## config.mk

```make
export PLATFORM = sky130hd
export DESIGN_NAME = drs_ref_select
export DESIGN_NICKNAME = d
export VERILOG_FILES = /design/src/rtl/drs_ref_select.v
export VERILOG_INCLUDE_DIRS = /design/src /design/src/rtl
export SDC_FILE = /design/constraint.sdc
export NUM_CORES = 1
export LEC_CHECK = 0
export ABC_AREA = 0
export BUFFER_PORTS_ARGS = -buffer_cell sky130_fd_sc_hd__buf_4
export CORE_MARGIN = 5
export CORE_UTILIZATION = 29
export DETAILED_ROUTE_END_ITERATION = 10
export RECOVER_POWER = 25
export SLEW_MARGIN = 15
export SYNTH_ARGS = -nofsm -noshare
export SYNTH_HDL_FRONTEND = slang
export SYNTH_SLANG_ARGS = --single-unit
```

## constraint.sdc

```tcl
create_clock -name clk -period 14.4 [get_ports clk]
set_input_delay 0 -clock clk [delete_from_list [all_inputs] [get_ports clk]]
set_output_delay 0 -clock clk [all_outputs]
set_load 0.005 [all_outputs]
```

## src/rtl/drs_regs.vh

```
/*
 reference select and validation block: register offsets, field
 positions, reset values and timing counts as macros.
 assumes a 32-bit avalon-mm slave with word-aligned byte addresses.
*/
`ifndef DRS_REGS_VH
`define DRS_REGS_VH

// byte offsets
`define DRS_OFS_CTRL 8'h00
`define DRS_OFS_PRIO 8'h04
`define DRS_OFS_MONEN 8'h08
`define DRS_OFS_VALT 8'h0C
`define DRS_OFS_SLEW 8'h10
`define DRS_OFS_FLOCK 8'h14
`define DRS_OFS_STAT 8'h18
`define DRS_OFS_MON 8'h1C
`define DRS_OFS_PPS 8'h20

// control field positions
`define DRS_CTRL_MODE_LSB 0
`define DRS_CTRL_MAN_LSB 2
`define DRS_CTRL_PINSEL 4
`define DRS_CTRL_CANCEL 5
`define DRS_CTRL_SLEW 6
`define DRS_CTRL_ZDS 7
`define DRS_CTRL_XOBYP 8
`define DRS_CTRL_HITLESS 9

// selection modes
`define DRS_MODE_AUTO_REV 2'h0
`define DRS_MODE_AUTO_NREV 2'h1
`define DRS_MODE_MAN_FALL 2'h2
`define DRS_MODE_MAN_HOLD 2'h3

// reset values
`define DRS_CTRL_RST 32'h0000_0000
`define DRS_PRIO_RST 32'h0000_3210
`define DRS_MONEN_RST 32'h0000_0000
`define DRS_VALT_RST 16'h0010
`define DRS_SLEW_RST 32'h0001_0004

// crystal range in khz
`define DRS_XO_MIN_KHZ 20'h0_2328
`define DRS_XO_MAX_KHZ 20'h2_7100

// monitor bits per input: freq, missing, runt, phase-valid
`define DRS_MON_FREQ 0
`define DRS_MON_MISS 1
`define DRS_MON_RUNT 2
`define DRS_MON_PHV 3

`endif

```

## src/rtl/drs_ref_select.v

```verilog
/*
 reference selector and validation for one digital loop: monitor
 gating, validation timers, mode-driven selection, holdover/free-run,
 hitless switching controls, crystal monitor.
 assumes monitor flags and measurements arrive synchronous to clk and
 an avalon-mm master with waitrequest handling.
*/
`timescale 1ns/1ps
`include "drs_regs.vh"

// Contract
// auto revertive: choose the qualified input of highest priority
// auto revertive: switch at once to a newly qualified higher input
// auto non-revertive: keep present input until it is disqualified
// manual modes: choice from register field or selection pins
// manual fallback: on loss, move to best qualified input
// no qualified input: holdover if history valid, else free-run; holdover and free-run are kept when history_valid later changes
// manual holdover: on loss go to holdover or free-run directly
// manual modes: leave holdover when selected input requalifies
// hitless off: phase step passes through, loop bandwidth smooths
// cancellation: absorb offset on locked switch, hold unless slewing
// frequency-locked: equal frequency or integer-related dividers
// slew enabled: limit phase movement, remove build-out gradually
// slew limits also on holdover exit and unlocked switches
// 1-pps hitless only with zero-delay sync off and loop locked
// host waits for lock before 1-pps switch, soft reset otherwise
// gap no wider than a divided period; output averages input
// crystal loss clears only while frequency is inside range
// crystal bypass forces valid to control, flag unaffected
// 1-pps input: phase-valid monitor only, others disabled
// disabled monitor raises no flag and is ignored
// qualify only after enabled monitors clear for validation time
// flags to pins for any input, status bits for selected only
// four reference inputs, any signalling
// equal priority: lower-numbered input wins
module drs_ref_select
(
  // clock and reset
  input wire clk,
  input wire nrst,
  input wire clk_en,
  // avalon-mm slave
  input wire [7:0] avs_address,
  input wire avs_read,
  input wire avs_write,
  input wire [31:0] avs_writedata,
  input wire [3:0] avs_byteenable,
  output reg [31:0] avs_readdata,
  output wire avs_waitrequest,
  // monitor flags, 4 bits per input
  input wire [15:0] mon_flag_raw,
  // crystal measurement in khz
  input wire [19:0] xo_freq_khz,
  // selection pins and loop state
  input wire [1:0] sel_pins,
  input wire history_valid,
  input wire loop_locked,
  input wire [3:0] ref_is_pps,
  // selection outputs
  output reg [1:0] active_ref,
  output reg ref_valid_out,
  output reg holdover,
  output reg freerun,
  output reg switch_pulse,
  output reg absorb_offset,
  output reg slew_active,
  output reg phase_step_pass,
  // monitoring outputs
  output reg [15:0] status_pins,
  output reg [3:0] qualified,
  output reg crystal_loss_flag,
  output reg crystal_valid
);

  // selection state, one-hot
  localparam [2:0] ST_LOCKED = 3'b001;
  localparam [2:0] ST_HOLD = 3'b010;
  localparam [2:0] ST_FREE = 3'b100;

  // registers
  reg [31:0] ctrl_reg;
  reg [31:0] prio_reg;
  reg [31:0] monen_reg;
  reg [15:0] valt_reg;
  reg [31:0] slew_reg;
  reg [3:0] flock_reg;
  reg [2:0] state_reg;
  reg [2:0] state_next;
  reg [1:0] sel_next;
  reg [15:0] vcnt_reg [0:3];
  reg [15:0] slew_cnt_reg;
  reg [15:0] buildout_reg;
  reg rd_pend_reg;
  reg pps_ok;
  reg [1:0] best;
  reg best_ok;
  reg [15:0] mon_eff;
  reg [3:0] bad;
  integer i, j, k;

  wire [1:0] mode = ctrl_reg[`DRS_CTRL_MODE_LSB+1:`DRS_CTRL_MODE_LSB];
  wire manual = mode[1];
  wire [1:0] manual_reference_choice = ctrl_reg[`DRS_CTRL_PINSEL] ?
    sel_pins : ctrl_reg[`DRS_CTRL_MAN_LSB+1:`DRS_CTRL_MAN_LSB];
  wire phase_slew_enable = ctrl_reg[`DRS_CTRL_SLEW];
  wire zero_delay_sync = ctrl_reg[`DRS_CTRL_ZDS];
  wire crystal_monitor_bypass = ctrl_reg[`DRS_CTRL_XOBYP];
  wire [15:0] phase_slew_step_limit = slew_reg[15:0];
  wire [15:0] phase_slew_step_timer = slew_reg[31:16];
  wire xo_in_range = (xo_freq_khz >= `DRS_XO_MIN_KHZ) &&
    (xo_freq_khz <= `DRS_XO_MAX_KHZ);

  // priority field of input n (4 bits, lower value is higher priority)
  function [3:0] prio_of;
    input [31:0] p;
    input [1:0] n;
    begin
      prio_of = p[n*4 +: 4];
    end
  endfunction

  // bus answers reads one cycle later, writes at once
  assign avs_waitrequest = avs_read & ~rd_pend_reg;

  // monitor gating: disabled monitors and non-pps monitors on pps inputs
  always @*
  begin
    for (j = 0; j < 4; j = j + 1)
    begin
      mon_eff[j*4 +: 4] = mon_flag_raw[j*4 +: 4] & monen_reg[j*4 +: 4];
      if (ref_is_pps[j])
        mon_eff[j*4 +: 3] = 3'b000;
      else
        mon_eff[j*4+`DRS_MON_PHV] = 1'b0;
      bad[j] = |mon_eff[j*4 +: 4];
    end
  end

  // best qualified input; ties go to the lower index
  always @*
  begin
    best = 2'd0;
    best_ok = 1'b0;
    for (k = 0; k < 4; k = k + 1)
      if (qualified[k] && (!best_ok ||
          prio_of(prio_reg, k[1:0]) < prio_of(prio_reg, best)))
      begin
        best = k[1:0];
        best_ok = 1'b1;
      end
  end

  // next selection and state
  always @*
  begin
    state_next = state_reg;
    sel_next = active_ref;
    pps_ok = 1'b1;
    case (state_reg)
      ST_LOCKED:
      begin
        if (mode == `DRS_MODE_AUTO_REV)
        begin
          if (best_ok)
            sel_next = best;
        end
        else if (mode == `DRS_MODE_AUTO_NREV)
        begin
          if (!qualified[active_ref] && best_ok)
            sel_next = best;
        end
        else if (qualified[manual_reference_choice])
          sel_next = manual_reference_choice;
        else if (mode == `DRS_MODE_MAN_FALL && best_ok)
          sel_next = best;
        if (!qualified[sel_next])
          state_next = history_valid ? ST_HOLD : ST_FREE;
      end
      ST_HOLD, ST_FREE:
      begin
        if (manual)
        begin
          sel_next = manual_reference_choice;
          if (qualified[manual_reference_choice])
            state_next = ST_LOCKED;
          else if (mode == `DRS_MODE_MAN_FALL && best_ok)
          begin
            sel_next = best;
            state_next = ST_LOCKED;
          end
        end
        else if (best_ok)
        begin
          sel_next = best;
          state_next = ST_LOCKED;
        end
        if (state_next == state_reg && state_reg == ST_FREE &&
            history_valid)
          state_next = state_reg;
      end
      default:
        state_next = ST_FREE;
    endcase
    // 1-pps switch only with zero-delay sync off and loop locked
    if (ref_is_pps[active_ref] && ref_is_pps[sel_next] &&
        sel_next != active_ref && state_reg == ST_LOCKED &&
        (zero_delay_sync || !loop_locked))
      pps_ok = 1'b0;
    if (!pps_ok && qualified[active_ref])
      sel_next = active_ref;
  end

  // main sequential logic
  always @(posedge clk)
  begin
    if (!nrst)
    begin
      ctrl_reg <= `DRS_CTRL_RST;
      prio_reg <= `DRS_PRIO_RST;
      monen_reg <= `DRS_MONEN_RST;
      valt_reg <= `DRS_VALT_RST;
      slew_reg <= `DRS_SLEW_RST;
      flock_reg <= 4'h0;
      state_reg <= ST_FREE;
      active_ref <= 2'd0;
      holdover <= 1'b0;
      freerun <= 1'b1;
      ref_valid_out <= 1'b0;
      switch_pulse <= 1'b0;
      absorb_offset <= 1'b0;
      slew_active <= 1'b0;
      phase_step_pass <= 1'b0;
      slew_cnt_reg <= 16'h0000;
      buildout_reg <= 16'h0000;
      status_pins <= 16'h0000;
      qualified <= 4'h0;
      crystal_loss_flag <= 1'b1;
      crystal_valid <= 1'b0;
      avs_readdata <= 32'h0000_0000;
      rd_pend_reg <= 1'b0;
      for (i = 0; i < 4; i = i + 1)
        vcnt_reg[i] <= 16'h0000;
    end
    else if (clk_en)
    begin
      // register writes, byte lanes 0 and 1 honoured, all four lanes for slew, lane 0 only for flock
      if (avs_write)
      begin
        case (avs_address)
          `DRS_OFS_CTRL:
          begin
            if (avs_byteenable[0])
              ctrl_reg[7:0] <= avs_writedata[7:0];
            if (avs_byteenable[1])
              ctrl_reg[15:8] <= avs_writedata[15:8];
          end
          `DRS_OFS_PRIO:
          begin
            if (avs_byteenable[0])
              prio_reg[7:0] <= avs_writedata[7:0];
            if (avs_byteenable[1])
              prio_reg[15:8] <= avs_writedata[15:8];
          end
          `DRS_OFS_MONEN:
          begin
            if (avs_byteenable[0])
              monen_reg[7:0] <= avs_writedata[7:0];
            if (avs_byteenable[1])
              monen_reg[15:8] <= avs_writedata[15:8];
          end
          `DRS_OFS_VALT:
          begin
            if (avs_byteenable[0])
              valt_reg[7:0] <= avs_writedata[7:0];
            if (avs_byteenable[1])
              valt_reg[15:8] <= avs_writedata[15:8];
          end
          `DRS_OFS_SLEW:
          begin
            if (avs_byteenable[0])
              slew_reg[7:0] <= avs_writedata[7:0];
            if (avs_byteenable[1])
              slew_reg[15:8] <= avs_writedata[15:8];
            if (avs_byteenable[2])
              slew_reg[23:16] <= avs_writedata[23:16];
            if (avs_byteenable[3])
              slew_reg[31:24] <= avs_writedata[31:24];
          end
          `DRS_OFS_FLOCK:
            if (avs_byteenable[0])
              flock_reg <= avs_writedata[3:0];
          default:
            ;
        endcase
      end
      // reads, one wait state
      rd_pend_reg <= avs_read & ~rd_pend_reg;
      if (avs_read && !rd_pend_reg)
      begin
        case (avs_address)
          `DRS_OFS_CTRL: avs_readdata <= {22'h0, ctrl_reg[9:0]};
          `DRS_OFS_PRIO: avs_readdata <= {16'h0, prio_reg[15:0]};
          `DRS_OFS_MONEN: avs_readdata <= {16'h0, monen_reg[15:0]};
          `DRS_OFS_VALT: avs_readdata <= {16'h0, valt_reg};
          `DRS_OFS_SLEW: avs_readdata <= slew_reg;
          `DRS_OFS_FLOCK: avs_readdata <= {28'h0, flock_reg};
          `DRS_OFS_STAT:
            avs_readdata <= {16'h0, buildout_reg[7:0], crystal_loss_flag,
              slew_active, freerun, holdover, qualified};
          `DRS_OFS_MON:
            avs_readdata <= {26'h0, active_ref,
              mon_eff[active_ref*4 +: 4]};
          `DRS_OFS_PPS: avs_readdata <= {30'h0, loop_locked, pps_ok};
          default: avs_readdata <= 32'h0000_0000;
        endcase
      end
      // crystal monitor
      if (xo_in_range)
        crystal_loss_flag <= 1'b0;
      else
        crystal_loss_flag <= 1'b1;
      crystal_valid <= xo_in_range | crystal_monitor_bypass;
      // validation timers per input
      status_pins <= mon_eff;
      for (i = 0; i < 4; i = i + 1)
      begin
        if (bad[i])
        begin
          vcnt_reg[i] <= 16'h0000;
          qualified[i] <= 1'b0;
        end
        else if (vcnt_reg[i] >= valt_reg)
          qualified[i] <= 1'b1;
        else
          vcnt_reg[i] <= vcnt_reg[i] + 16'h0001;
      end
      // selection state
      state_reg <= state_next;
      active_ref <= sel_next;
      holdover <= state_next == ST_HOLD;
      freerun <= state_next == ST_FREE;
      ref_valid_out <= state_next == ST_LOCKED &&
        (xo_in_range | crystal_monitor_bypass);
      switch_pulse <= (sel_next != active_ref) ||
        (state_next == ST_LOCKED && state_reg != ST_LOCKED);
      // hitless switching
      phase_step_pass <= 1'b0;
      if (state_reg == ST_LOCKED && state_next == ST_LOCKED &&
          sel_next != active_ref)
      begin
        if (!ctrl_reg[`DRS_CTRL_HITLESS])
          phase_step_pass <= 1'b1;
        else if (ctrl_reg[`DRS_CTRL_CANCEL] &&
                 flock_reg[sel_next] && flock_reg[active_ref])
        begin
          absorb_offset <= 1'b1;
          buildout_reg <= 16'hFFFF;
        end
        else if (phase_slew_enable)
          slew_active <= 1'b1;
      end
      else if (state_reg != ST_LOCKED && state_next == ST_LOCKED &&
               phase_slew_enable)
        slew_active <= 1'b1;
      // gradual removal of build-out at the programmed rate
      if (phase_slew_enable && (absorb_offset || slew_active))
      begin
        if (slew_cnt_reg >= phase_slew_step_timer)
        begin
          slew_cnt_reg <= 16'h0000;
          if (buildout_reg > phase_slew_step_limit)
            buildout_reg <= buildout_reg - phase_slew_step_limit;
          else
          begin
            buildout_reg <= 16'h0000;
            absorb_offset <= 1'b0;
            slew_active <= 1'b0;
          end
        end
        else
          slew_cnt_reg <= slew_cnt_reg + 16'h0001;
      end
    end
  end

endmodule // drs_ref_select

```

==> results of run 1 <==
-- cells in the final DEF, fill, tap and decap left out, drive strengths merged, types with 6 or more instances in the layout --
cell,count
or3,9
nor3,15
nand2b,14
clkbuf,110
o211ai,10
o21ai,48
nor2b,14
o221ai,23
a21oi,114
o31ai,9
xor2,44
a22oi,25
ha,110
and3,23
a211oi,10
xnor2,38
nand2,152
nand4,17
dfxtp,193
and2,13
a22o,9
mux2i,98
nor2,269
edfxtp,64
o21a,6
mux4,7
a2111oi,8
inv,88
mux2,17
nand3,99
a21o,50
a222oi,6
dlygate4sd3,64
buf,103
-- Yosys cell counts, drive strengths merged, types with 5 or more instances --
cell type and number:
o211ai 10, ha 110, a21oi 114, nor2 269, a222oi 6, inv 85
dfxtp 193, or3 9, nand2b 14, o21ai 48, and3 23, nand4 17
a2111oi 8, clkbuf 66, or4 5, nand2 152, o22ai 5, mux4 7
mux2i 98, a21o 50, a211oi 10, nor3 15, buf 10, nor4 5
a22oi 25, a22o 9, and4 5, edfxtp 64, and2 13, a31oi 5
mux2 17, xor2 44, o31ai 9, xnor2 38, o21a 6, o221ai 23
nor2b 14, nand3 99
-- per-layer routing --
| metal | global-route usage | part of all wire |
|---|---|---|
| met5 | 0 | 0.00076 |
| met4 | 0.03776 | 0.026 |
| met3 | 0.03597 | 0.080 |
| met2 | 0.2621 | 0.43 |
| met1 | 0.2432 | 0.46 |
-- worst max-delay path, stage by stage, from the launching register on --
cell and delay, ps:
sky130_fd_sc_hd__dfxtp_1 380, sky130_fd_sc_hd__inv_1 60, sky130_fd_sc_hd__ha_1 330, sky130_fd_sc_hd__a21o_1 170
sky130_fd_sc_hd__a31oi_2 60, sky130_fd_sc_hd__o21bai_1 560, sky130_fd_sc_hd__mux2i_1 370, sky130_fd_sc_hd__ha_1 260
sky130_fd_sc_hd__o22ai_1 100, sky130_fd_sc_hd__a22o_1 370, sky130_fd_sc_hd__a21oi_1 520, sky130_fd_sc_hd__o21ai_0 180
sky130_fd_sc_hd__ha_1 320, sky130_fd_sc_hd__a21o_2 220, sky130_fd_sc_hd__a211oi_1 440, sky130_fd_sc_hd__a32o_1 300
sky130_fd_sc_hd__a311o_2 230, sky130_fd_sc_hd__a211oi_2 110, sky130_fd_sc_hd__or4b_2 640, sky130_fd_sc_hd__o221ai_1 140
sky130_fd_sc_hd__nor3_2 130, sky130_fd_sc_hd__o32ai_1 430, sky130_fd_sc_hd__mux2i_1 290, sky130_fd_sc_hd__and4b_1 250
sky130_fd_sc_hd__a41oi_4 650, sky130_fd_sc_hd__a21boi_0 180
-- final cells by class --
type	instances	area share
clock inverter	14	0.01097
tap	696	0.04570
clock buffer	44	0.04866
sequential	257	0.3036
inverter	87	0.01720
antenna	5	0.0006566
multi-input combinational	1344	0.4777
timing repair buffer	233	0.09548
-- cell families after synthesis --
kind of cell / Yosys count / share of synthesized area
adder cells (fa/ha/maj): 111 / 0.08947
XOR/XNOR: 82 / 0.04602
buffers and inverters: 168 / 0.04690
flip-flops: 257 / 0.3707
AND/OR/NAND/NOR: 662 / 0.1946
multiplexers: 122 / 0.08594
AO/OA/AOI/OAI: 367 / 0.1664
-- metrics by stage --
stage	hold slack, ps	power [mW]
2_1_floorplan	116.9	0.9701
3_3_place_gp	222.6	1.054
3_5_place_dp	218.6	1.060
4_1_cts	1.018	1.945
5_1_grt	80.86	1.999
6_report	53.52	1.925
-- worst max path at each step --
stage / from / to / slack, ps / cells past startpoint
finish: prio_of.p[2] / buildout_reg[8] / 6490 / 25
global route: prio_of.p[2] / absorb_offset / 5990 / 25
CTS: prio_of.p[2] / buildout_reg[8] / 6610 / 25
detailed placement: prio_of.p[2] / buildout_reg[8] / 6690 / 25
global placement: prio_of.p[2] / buildout_reg[8] / 6860 / 25
floorplan: prio_of.p[2] / buildout_reg[4] / 8000 / 27
-- report_power, final --
part	internal, mW	switching, mW
clock	0.537	0.329
combinational	0.113	0.149
sequential	0.764	0.0323
total	1.41	0.510
-- what timing repair did --
action | CTS | global route
hold buffers | 64 | 0
hold endpoints to repair | 137 | 0
setup endpoints to repair | 0 | 0
==> results.md, run 1 <==
- The register-to-register setup slack is 6490 ps.
- The final net count is 2158.
- For this configuration, the core starts out at a cell density of 0.2912.
- The number of gates given a new drive strength after cts is 0.
- Summed over all cells, the static leakage comes to 7.616 nW.
- The count of yosys warnings during synthesis is 0.
- The final core utilization is 0.3555.
- The maximum vdd ir drop is 0.00008324 V.
- Synthesis produced a netlist with a net count of 1973.
- The worst-case headroom to the max-slew limit is -1.063.
- By area the synthesized netlist is led by sky130_fd_sc_hd__dfxtp_1 25%, sky130_fd_sc_hd__edfxtp_1 12%, sky130_fd_sc_hd__ha_1 8.8%.
- The number of antenna violations at the first check in global routing is 9.
- The standard cell core area is 0.05360 sq mm.
- The average detailed-routed wire length per instance is 19.53 um.
- The instance count after placement with tap cells included is 2553.
- The area of the die is 0.05856 sq mm.
- The number of placed I/O pins is 157.
- The clock arrives with 41.01 ps of skew.
- The share of post-route cells with drive strength above 1 is 0.1364.
- The top cell type by total area after synthesis is sky130_fd_sc_hd__dfxtp_1.
- For this run, the number of standard cells in the final layout without fillers is 2680.
- The hold violation count in the final report is 0.
- Once placement finished, the instance area stood at 0.01735 sq mm.
- The highest attainable clock frequency is 126.5 MHz.
- The total setup violations reported at the end of the flow is 0.
- Setup slack closes at 6492 ps.
- Summing every instance area after synthesis gives 0.01561 sq mm.
- For this block, the routed nets add up to 52340 um of wire.
- The number of different library cells used by synthesis comes to 102.
- The root buffer cell chosen for the clock tree is sky130_fd_sc_hd__clkbuf_16.
- The primary flip-flop cell chosen by synthesis mapping is sky130_fd_sc_hd__dfxtp_1.
- The CTS tree is done.
- Setup total negative slack on the finished layout was measured at 0 ps.
- The required time at the worst-slack endpoint is 14810 ps.
- The max-slew violation count is 190.
- The pin slew with the least headroom to its limit is 3094 ps.
- The register with the most flip-flops in the layout has 64 of them.
- The startpoint identified for the worst register-to-register timing path is prio_of.p[2].
- Along the worst hold path, the cell count comes to 2.
- The number of cells on the worst reg-to-reg path is 25.
- The area added between synthesis and finish is 22.09%.
- The power per cell area is 101.0 mW/mm^2.
- The min-delay analysis places its worst path in the category input port to register.
- The via density per instance is 5.248.
- The number of enable-type register cells in the synthesized netlist is 64.
- The pre-antenna-repair detailed-routing pass consisted of 6 iterations.
- The worst setup path is launched from a register.
- The initialized floorplan defines 85 standard-cell rows.
- The pre-CTS setup slack is 6687 ps.
- The leftover overflow at the end of global routing is 0.
- The share of the Yosys chip area taken by registers is 0.3707.
- The flip-flop and latch count after synthesis is 257.
- The clock period could shrink to 7908 ps.
- After clock tree synthesis, the clock-pin slew on the worst setup and hold paths is 60 ps.
- The via count of the first global-routing pass is 13460.
- The clock latency on the worst-skew pair is 600 ps.
- The number of filler instances in the final layout is 5505.
- STA classifies the critical path endpoint as a register.
- Across every metal layer, demand over resource in global routing totals 0.1693.
- The global placer's final weighted congestion is 0.9369.
- The type of the setup path with the least slack is register to register.
- The count of buffers added on input and output ports is 156.
- The area of all sequential standard cells is 0.005786 sq mm.
- The area of the multi-input gates is 0.009102 sq mm.
- The finished layout cell area is 0.01905 sq mm.
- Summed over all nets, the half-perimeter wirelength after detailed placement is 38360 um.
- After detailed routing, the number of remaining DRC violations is 0.
- The overall die width is 242.0 um.
- The first-pass GRT wire length is 80340 um.
- At the worst endpoint, the arrival time is 8320 ps.
- Averaged over all synthesized cells, the footprint is 8.823 sq um.
- The maximum fanout encountered on the critical timing path is 17.
- The worst hold path begins at clk_en.
- The worst hold endpoint is state_reg[0].
- The number of buffers added for setup after CTS is 0.
- The die is 242.0 um tall.
- The run finished, with violations left.
- The pin count of the biggest net entering global routing is 82.
- The detail route stage leaves a number of antenna-violating nets equal to 0.
- CTS saw 257 sinks.
- The number of standard cells after synthesis is 1769.
- Of all flip-flops after synthesis, the portion carrying an async set or reset was 0.
- The routed layout has 14060 vias.
- CTS built an H-tree with a depth of 1.
- The clock buffer count from CTS is 31.
- Across the run, the number of max-cap violations was 3.
- Setup repair after global routing left no endpoint under its margin.
- The endpoint of the most critical register-to-register path is buildout_reg[8].
- After the first detailed-routing iteration, the DRC count stood at 1160.
- The post-route fraction of the period consumed by the critical path is 0.5492.
- The checks that failed: capacitance limit, slew limit.
- The portion of synthesized cell area occupied by the leading cell type is 0.2476.
- The number of buffers between clock root and the deepest sink is 3.
(Power assumes the default switching activity.)
==> inputs of run 2 (changes only) <==
clock period = 6.6 ns   (was 14.4 ns; I/O delays follow)
==> results.md, run 2 (same netlist as run 1, synthesis figures left out) <==
- The run finished, with violations left.
- The final reports fail on capacitance limit, slew limit.
- The number of nets with antenna violations after routing came to 0 (unchanged).
- The clock sink count is 257 (unchanged).
- The number of max-capacitance violations reported was 1 (-2).
- The finished layout cell area was 0.01917 sq mm (+0.62%).
- For this design, the slowest cell found on the critical path is sky130_fd_sc_hd__or4b_2.
- The count of routing violations after the opening detailed-route iteration came to 1034 (-11%).
- The residual DRC count was 0 (unchanged).
- The number of filler instances in the final layout was 5538 (+0.60%).
- The global routing usage summed across all routing layers came to 0.1675 (-0.001817).
- The clock transition at the registers of the reported paths is 60 ps (about the same).
- The via count of the first global-routing pass was 13700 (+1.8%).
- The number of placement rows is 85 (unchanged).
- The leftover overflow at the end of global routing is 0 (unchanged).
- From synthesis to final layout, the design area changed by 22.85%.
- The leakage power figure came to 7.691 nW (+0.98%).
- The minimum period implied by the final worst setup slack came to 6413 ps (-1495 ps).
- The clock latency on the worst-skew pair is 560 ps (-40 ps).
- The worst-case headroom to the max-slew limit was -1.093 (-0.03029).
- STA classifies the critical path startpoint as a register.
- The pre-CTS setup slack is -25.31 ps (-6712 ps).
- The instance count after placement with tap cells included came to 2564 (+0.43%).
- The post-route fraction of the period consumed by the critical path is 0.9716 (+0.4225).
- The power per cell area is 218.1 mW/mm^2 (+120%).
- The final worst setup slack is 187.1 ps (-6305 ps).
- The worst hold-check path type is input port to register.
- The final cell count without fillers is 2692 (+0.45%).
- The total setup violations reported at the end of the flow is 0 (unchanged).
- The detailed-placement wirelength estimate is 37900 um (-1.2%).
- The via density per instance is 5.250 (about the same).
- The H-tree depth came to 2 (+1).
- The pin slew with the least headroom to its limit is 3122 ps (+28.27 ps).
- The detailed-route wire length is 51790 um (-1.0%).
- The required time at the worst-slack endpoint came to 7020 ps (-7790 ps).
- Leaving out fill and tap cells, the most frequent cell in the layout is sky130_fd_sc_hd__nor2_1.
- The first-pass GRT wire length is 79390 um (-1.2%).
- The buffers plus inverters on the worst setup path is 1 (unchanged).
- The area of the die is 0.05856 sq mm (unchanged).
- The highest attainable clock frequency is 155.9 MHz (+23%).
- The maximum fanout encountered on the critical timing path is 8 (-9).
- In the layout the commonest cells are 267 x sky130_fd_sc_hd__nor2_1, 193 x sky130_fd_sc_hd__dfxtp_1, 152 x sky130_fd_sc_hd__nand2_1.
- The number of antenna violations at the first check in global routing is 10 (+1).
- The largest clock skew in the final design came to 29.72 ps (-11.30 ps).
- The global placer's final weighted congestion is 0.9352 (-0.18%).
- The share of post-route cells with drive strength above 1 is 0.1492 (+0.01274).
- In this design, the largest share of critical-path delay is due to compound AO/OA/AOI/OAI gates.
- The CTS tree is done.
- The clock buffer count from CTS is 34 (+9.7%).
- The delay of the slowest critical-path stage is 640 ps (about the same).
- The clock root buffer is sky130_fd_sc_hd__clkbuf_16.
- The pin count of the biggest net entering global routing is 82 (unchanged).
- The arrival time of the worst setup path is 6830 ps (-1490 ps).
- The flip-flop count of the largest register, all copies and words added came to 64 (unchanged).
- The number of search-and-repair iterations in the first detailed-routing pass is 7 (+1).
- The standard cell core area is 0.05360 sq mm (unchanged).
- The max-slew violation count is 82 (-57%).
- The overall die width is 242.0 um (unchanged).
- The standard cell area after detailed placement is 0.01745 sq mm (+0.57%).
- The final sum of negative setup slack is 0 ps (unchanged).
- The count of vias placed by the detailed router is 14130 (+0.49%).
- The total of buffers placed on input and output ports is 156 (unchanged).
- The vertical extent of the die is 242.0 um (unchanged).
- The number of buffers between clock root and the deepest sink is 3 (unchanged).
- The hold violation count in the final report is 0 (unchanged).
- The final net count is 2169 (+0.51%).
- The initial core utilization is 0.2912 (unchanged).
- The worst setup path is captured at a register.
- The number of placed I/O pins is 157 (unchanged).
- The average detailed-routed wire length per instance came to 19.24 um (-1.5%).
- By startpoint and endpoint, the worst setup path is classified as register to register.
- The maximum vdd ir drop is 0.0001371 V (+65%).
==> run 2: cell types whose count changed in the layout (fill, tap and decap cells not counted), sizes merged <==
cell / change
dlygate4sd3: -7
buf: +15
clkinvlp: -1
clkinv: +3
bufinv: -4
clkbuf: +6
==> run 2: worst paths after layout <==
| check | startpoint | to | slack [ps] | depth (start not counted) |
|---|---|---|---|---|
| hold reg to reg | avs_readdata[28] | avs_readdata[28] | 450 | 2 |
| hold / removal | mon_flag_raw[13] | status_pins[13] | 7 | 4 |
| setup reg to reg | prio_of.p[6] | buildout_reg[5] | 190 | 26 |
| setup / recovery | prio_of.p[6] | buildout_reg[5] | 190 | 26 |
==> run 2: per-layer routing <==
layer | vias to the layer above | wire length (um) | global-route usage
met4 | 10 | 1397 | 0.05052
met3 | 87 | 4407 | 0.04093
met5 | - | 50 | 0
li1 | 6755 | - | -
met1 | 6770 | 23600 | 0.2331
met2 | 511 | 22340 | 0.2579
==> run 2: layout make-up <==
class / instances / area, sq um / area share
flip-flops and latches: 257 / 5786 / 0.3017
well taps: 696 / 870.8 / 0.04542
inverters: 87 / 327.8 / 0.01710
repair buffers: 241 / 1901 / 0.09913
multi-input cells: 1344 / 9160 / 0.4777
clock buffers: 50 / 1001 / 0.05221
clock inverters: 12 / 115.1 / 0.006004
diodes: 5 / 12.51 / 0.0006526
==> run 2: worst register-to-register path: cells and delay by family (launching register included) <==
| kind | cells | cell delay (ps) |
|---|---|---|
| buf+inv | 1 | 240 |
| simple gates | 6 | 2020 |
| mux | 1 | 160 |
| fa+ha+maj | 3 | 760 |
| flops | 1 | 420 |
| compound gates | 15 | 2660 |
==> run 2: per-stage QoR <==
step / total power [mW] / utilization / hold WS, ps
5_1_grt: 4.336 / 0.3576 / 58.87
2_1_floorplan: 2.117 / - / 116.9
4_1_cts: 4.216 / 0.3573 / 3.601
3_3_place_gp: 2.302 / 0.3256 / 224.1
6_report: 4.182 / 0.3577 / 6.716
3_5_place_dp: 2.316 / 0.3256 / 224.7
==> run 2: repair_timing <==
item / in CTS / in global routing
endpoints found under the hold margin: 133 / 0
pin swaps: 0 / 3
setup buffers: 0 / 3
cloned: 0 / 1
hold buffers: 57 / 0
resized for setup: 2 / 8
setup endpoints to repair: 17 / 17
==> run 2: power by group <==
part | total [mW] | internal (mW) | switching, mW
Sequential | 1.73 | 1.67 | 0.0647
Combinational | 0.591 | 0.261 | 0.330
Clock | 1.86 | 1.10 | 0.759
==> inputs of run 3 (changes only) <==
--- a/config.mk
+++ b/config.mk
@@ -13,3 +13,2 @@
 export DETAILED_ROUTE_END_ITERATION = 10
-export RECOVER_POWER = 25
 export SLEW_MARGIN = 15
==> constraint.sdc (replaced) <==
create_clock -name clk -period 6.6 [get_ports clk]
set_input_delay 0.33 -clock clk [delete_from_list [all_inputs] [get_ports clk]]
set_output_delay 0.33 -clock clk [all_outputs]
set_load 0.005 [all_outputs]
==> results.md, run 3 (same netlist as run 1, synthesis figures left out) <==
- The clock transition at the registers of the reported paths is 60 ps (about the same).
- The run finished with clean final reports.
- The highest attainable clock frequency is 155.7 MHz (-0.12%).
- The flip-flop count of the largest register, all copies and words added was 64 (unchanged).
- The average detailed-routed wire length per instance is 19.31 um (+0.39%).
- The leakage power figure was 7.587 nW (-1.4%).
- The area of the multi-input gates came to 0.009169 sq mm (about the same).
- The count of routing violations after the opening detailed-route iteration is 1044 (+0.97%).
- The detailed-route wire length is 51080 um (-1.4%).
- The standard cell core area is 0.05360 sq mm (unchanged).
- The minimum period implied by the final worst setup slack is 6421 ps (+7.819 ps).
- The largest clock skew in the final design is 37.78 ps (+8.064 ps).
- The total of buffers placed on input and output ports is 156 (unchanged).
- The residual DRC count came to 0 (unchanged).
- The first-pass GRT wire length was 77930 um (-1.8%).
- Setup repair after global routing left no endpoint under its margin.
- The pin count of the biggest net entering global routing is 82 (unchanged).
- The clock sink count came to 257 (unchanged).
- The worst setup path is captured at a register.
- The total setup violations reported at the end of the flow is 0 (unchanged).
- The H-tree depth came to 1 (-1).
- The number of buffers between clock root and the deepest sink is 3 (unchanged).
- The pre-CTS setup slack came to -53.40 ps (-28.10 ps).
- The kind of start point of the critical path is a register.
- The via density per instance is 5.271 (+0.40%).
- The worst hold-check path type is input port to register.
- The number of nets with antenna violations after routing was 0 (unchanged).
- The overall die width is 242.0 um (unchanged).
- The via count of the first global-routing pass was 13580 (-0.93%).
- The number of antenna violations at the first check in global routing came to 9 (-1).
- The number of search-and-repair iterations in the first detailed-routing pass is 6 (-1).
- The global routing usage summed across all routing layers came to 0.1641 (-0.003377).
- The final net count is 2125 (-2.0%).
- The maximum vdd ir drop was 0.0001673 V (+22%).
- The post-route fraction of the period consumed by the critical path is 0.9728 (+0.001185).
- The vertical extent of the die is 242.0 um (unchanged).
- The max-slew violation count came to 0 (-100%).
- The library cells used most frequently in the layout, excluding fill and tap cells, are 267 x sky130_fd_sc_hd__nor2_1, 192 x sky130_fd_sc_hd__dfxtp_1, 182 x sky130_fd_sc_hd__buf_4.
- The final worst setup slack came to 179.3 ps (-7.819 ps).
- The detailed-placement wirelength estimate was 37890 um (about the same).
- Clock tree synthesis selected as its root buffer the cell sky130_fd_sc_hd__clkbuf_16.
- The required time at the worst-slack endpoint is 7060 ps (+40 ps).
- The clock buffer count from CTS is 31 (-8.8%).
- The number of placed I/O pins is 157 (unchanged).
- The number of filler instances in the final layout is 5516 (-0.40%).
- The worst hold-check slack is 39.73 ps (+33.02 ps).
- The worst-case headroom to the max-slew limit was 0.1894 (+1.282).
- The global placer's final weighted congestion is 0.9353 (about the same).
- The share of post-route cells with drive strength above 1 is 0.1634 (+0.01424).
- The area of all sequential standard cells was 0.005787 sq mm (about the same).
- The hold violation count in the final report is 0 (unchanged).
- The CTS tree is done.
- The setup path with the least slack is of type register to register.
- The maximum fanout encountered on the critical timing path came to 8 (unchanged).
- The count of vias placed by the detailed router is 13940 (-1.4%).
- The power per cell area is 216.0 mW/mm^2 (-0.96%).
- The number of placement rows is 85 (unchanged).
- The area added between synthesis and finish is 20.19%.
- Leaving out fill and tap cells, the most frequent cell in the layout is sky130_fd_sc_hd__nor2_1.
- The initial core utilization is 0.2912 (unchanged).
- The area of the die is 0.05856 sq mm (unchanged).
- The arrival time of the worst setup path is 6880 ps (+50 ps).
- The pin slew with the least headroom to its limit came to 1211 ps (-1911 ps).
- The number of max-capacitance violations reported is 0 (-1).
- The clock latency on the worst-skew pair is 600 ps (+40 ps).
- The leftover overflow at the end of global routing is 0 (unchanged).
==> run 3: report_power, final <==
group | internal, mW | total [mW] | switching (mW)
Combinational | 0.254 | 0.582 | 0.328
Sequential | 1.67 | 1.73 | 0.0652
Clock | 1.01 | 1.74 | 0.731
Total | 2.93 | 4.05 | 1.12
==> run 3: per-stage QoR <==
step | TNS (ps) | power [mW] | area [sq um] | utilization | std cells
final | 0 | 4.052 | 18760 | 0.3500 | 2645
after global placement | 0 | 2.302 | 17450 | 0.3256 | 2564
after CTS | 0 | 4.071 | 18650 | 0.3479 | 2638
after floorplan | 0 | 2.117 | 15610 | - | 1769
after detailed placement | -454.3 | 2.316 | 17450 | 0.3256 | 2564
after global routing | 0 | 4.211 | 18750 | 0.3498 | 2642
==> run 3: what timing repair did <==
| action | CTS | global route |
|---|---|---|
| buffers inserted | 0 | 3 |
| endpoints found under the hold margin | 16 | 0 |
| endpoints found under the setup margin | 17 | 17 |
| cloned | 0 | 1 |
| hold buffers | 16 | 0 |
| resized for setup | 2 | 9 |
| pin swaps | 0 | 6 |
==> run 3: worst max-delay path: stages (launching register included) <==
cell	delay, ps
sky130_fd_sc_hd__dfxtp_1	330
sky130_fd_sc_hd__inv_1	80
sky130_fd_sc_hd__ha_4	260
sky130_fd_sc_hd__a21o_1	210
sky130_fd_sc_hd__a31oi_4	210
sky130_fd_sc_hd__o21bai_4	130
sky130_fd_sc_hd__mux2i_1	160
sky130_fd_sc_hd__ha_1	220
sky130_fd_sc_hd__or4b_4	530
sky130_fd_sc_hd__a21oi_4	140
sky130_fd_sc_hd__a21oi_2	100
sky130_fd_sc_hd__nand2_1	80
sky130_fd_sc_hd__o21ai_0	90
sky130_fd_sc_hd__ha_1	320
sky130_fd_sc_hd__a21o_2	230
sky130_fd_sc_hd__a211oi_2	250
sky130_fd_sc_hd__a32o_2	240
sky130_fd_sc_hd__a311o_2	200
sky130_fd_sc_hd__a211oi_2	110
sky130_fd_sc_hd__or4b_2	650
sky130_fd_sc_hd__o221ai_2	110
sky130_fd_sc_hd__nor3_2	110
sky130_fd_sc_hd__or3_4	410
sky130_fd_sc_hd__a22o_1	270
sky130_fd_sc_hd__and4b_1	240
sky130_fd_sc_hd__a41oi_4	300
sky130_fd_sc_hd__clkbuf_16	240
sky130_fd_sc_hd__a21oi_2	50
==> run 3: path summary, 6_finish.rpt <==
| kind | slack [ps] | endpoint | from | depth (start not counted) |
|---|---|---|---|---|
| worst min-delay path | 40 | prio_of.p[13] | avs_writedata[13] | 3 |
| worst min register to register | 460 | avs_readdata[28] | avs_readdata[28] | 2 |
| worst max register to register | 180 | buildout_reg[5] | prio_of.p[2] | 27 |
| worst max-delay path | 180 | buildout_reg[5] | prio_of.p[2] | 27 |
==> run 3: layer usage <==
metal,vias to the layer above,global-route usage,wire (um)
li1,6673,-,-
met1,6666,0.2277,23130
met2,500,0.2515,21820
met3,91,0.04568,4573
met4,12,0.04515,1475
met5,-,0,82
==> run 3: final cells by class <==
| cell class | count | area share |
|---|---|---|
| Multi-Input combinational cell | 1344 | 0.4888 |
| Sequential cell | 257 | 0.3085 |
| Clock buffer | 37 | 0.04362 |
| Antenna cell | 3 | 0.0004002 |
| Tap cell | 696 | 0.04642 |
| Timing Repair Buffer | 200 | 0.08377 |
| Clock inverter | 21 | 0.01101 |
| Inverter | 87 | 0.01754 |
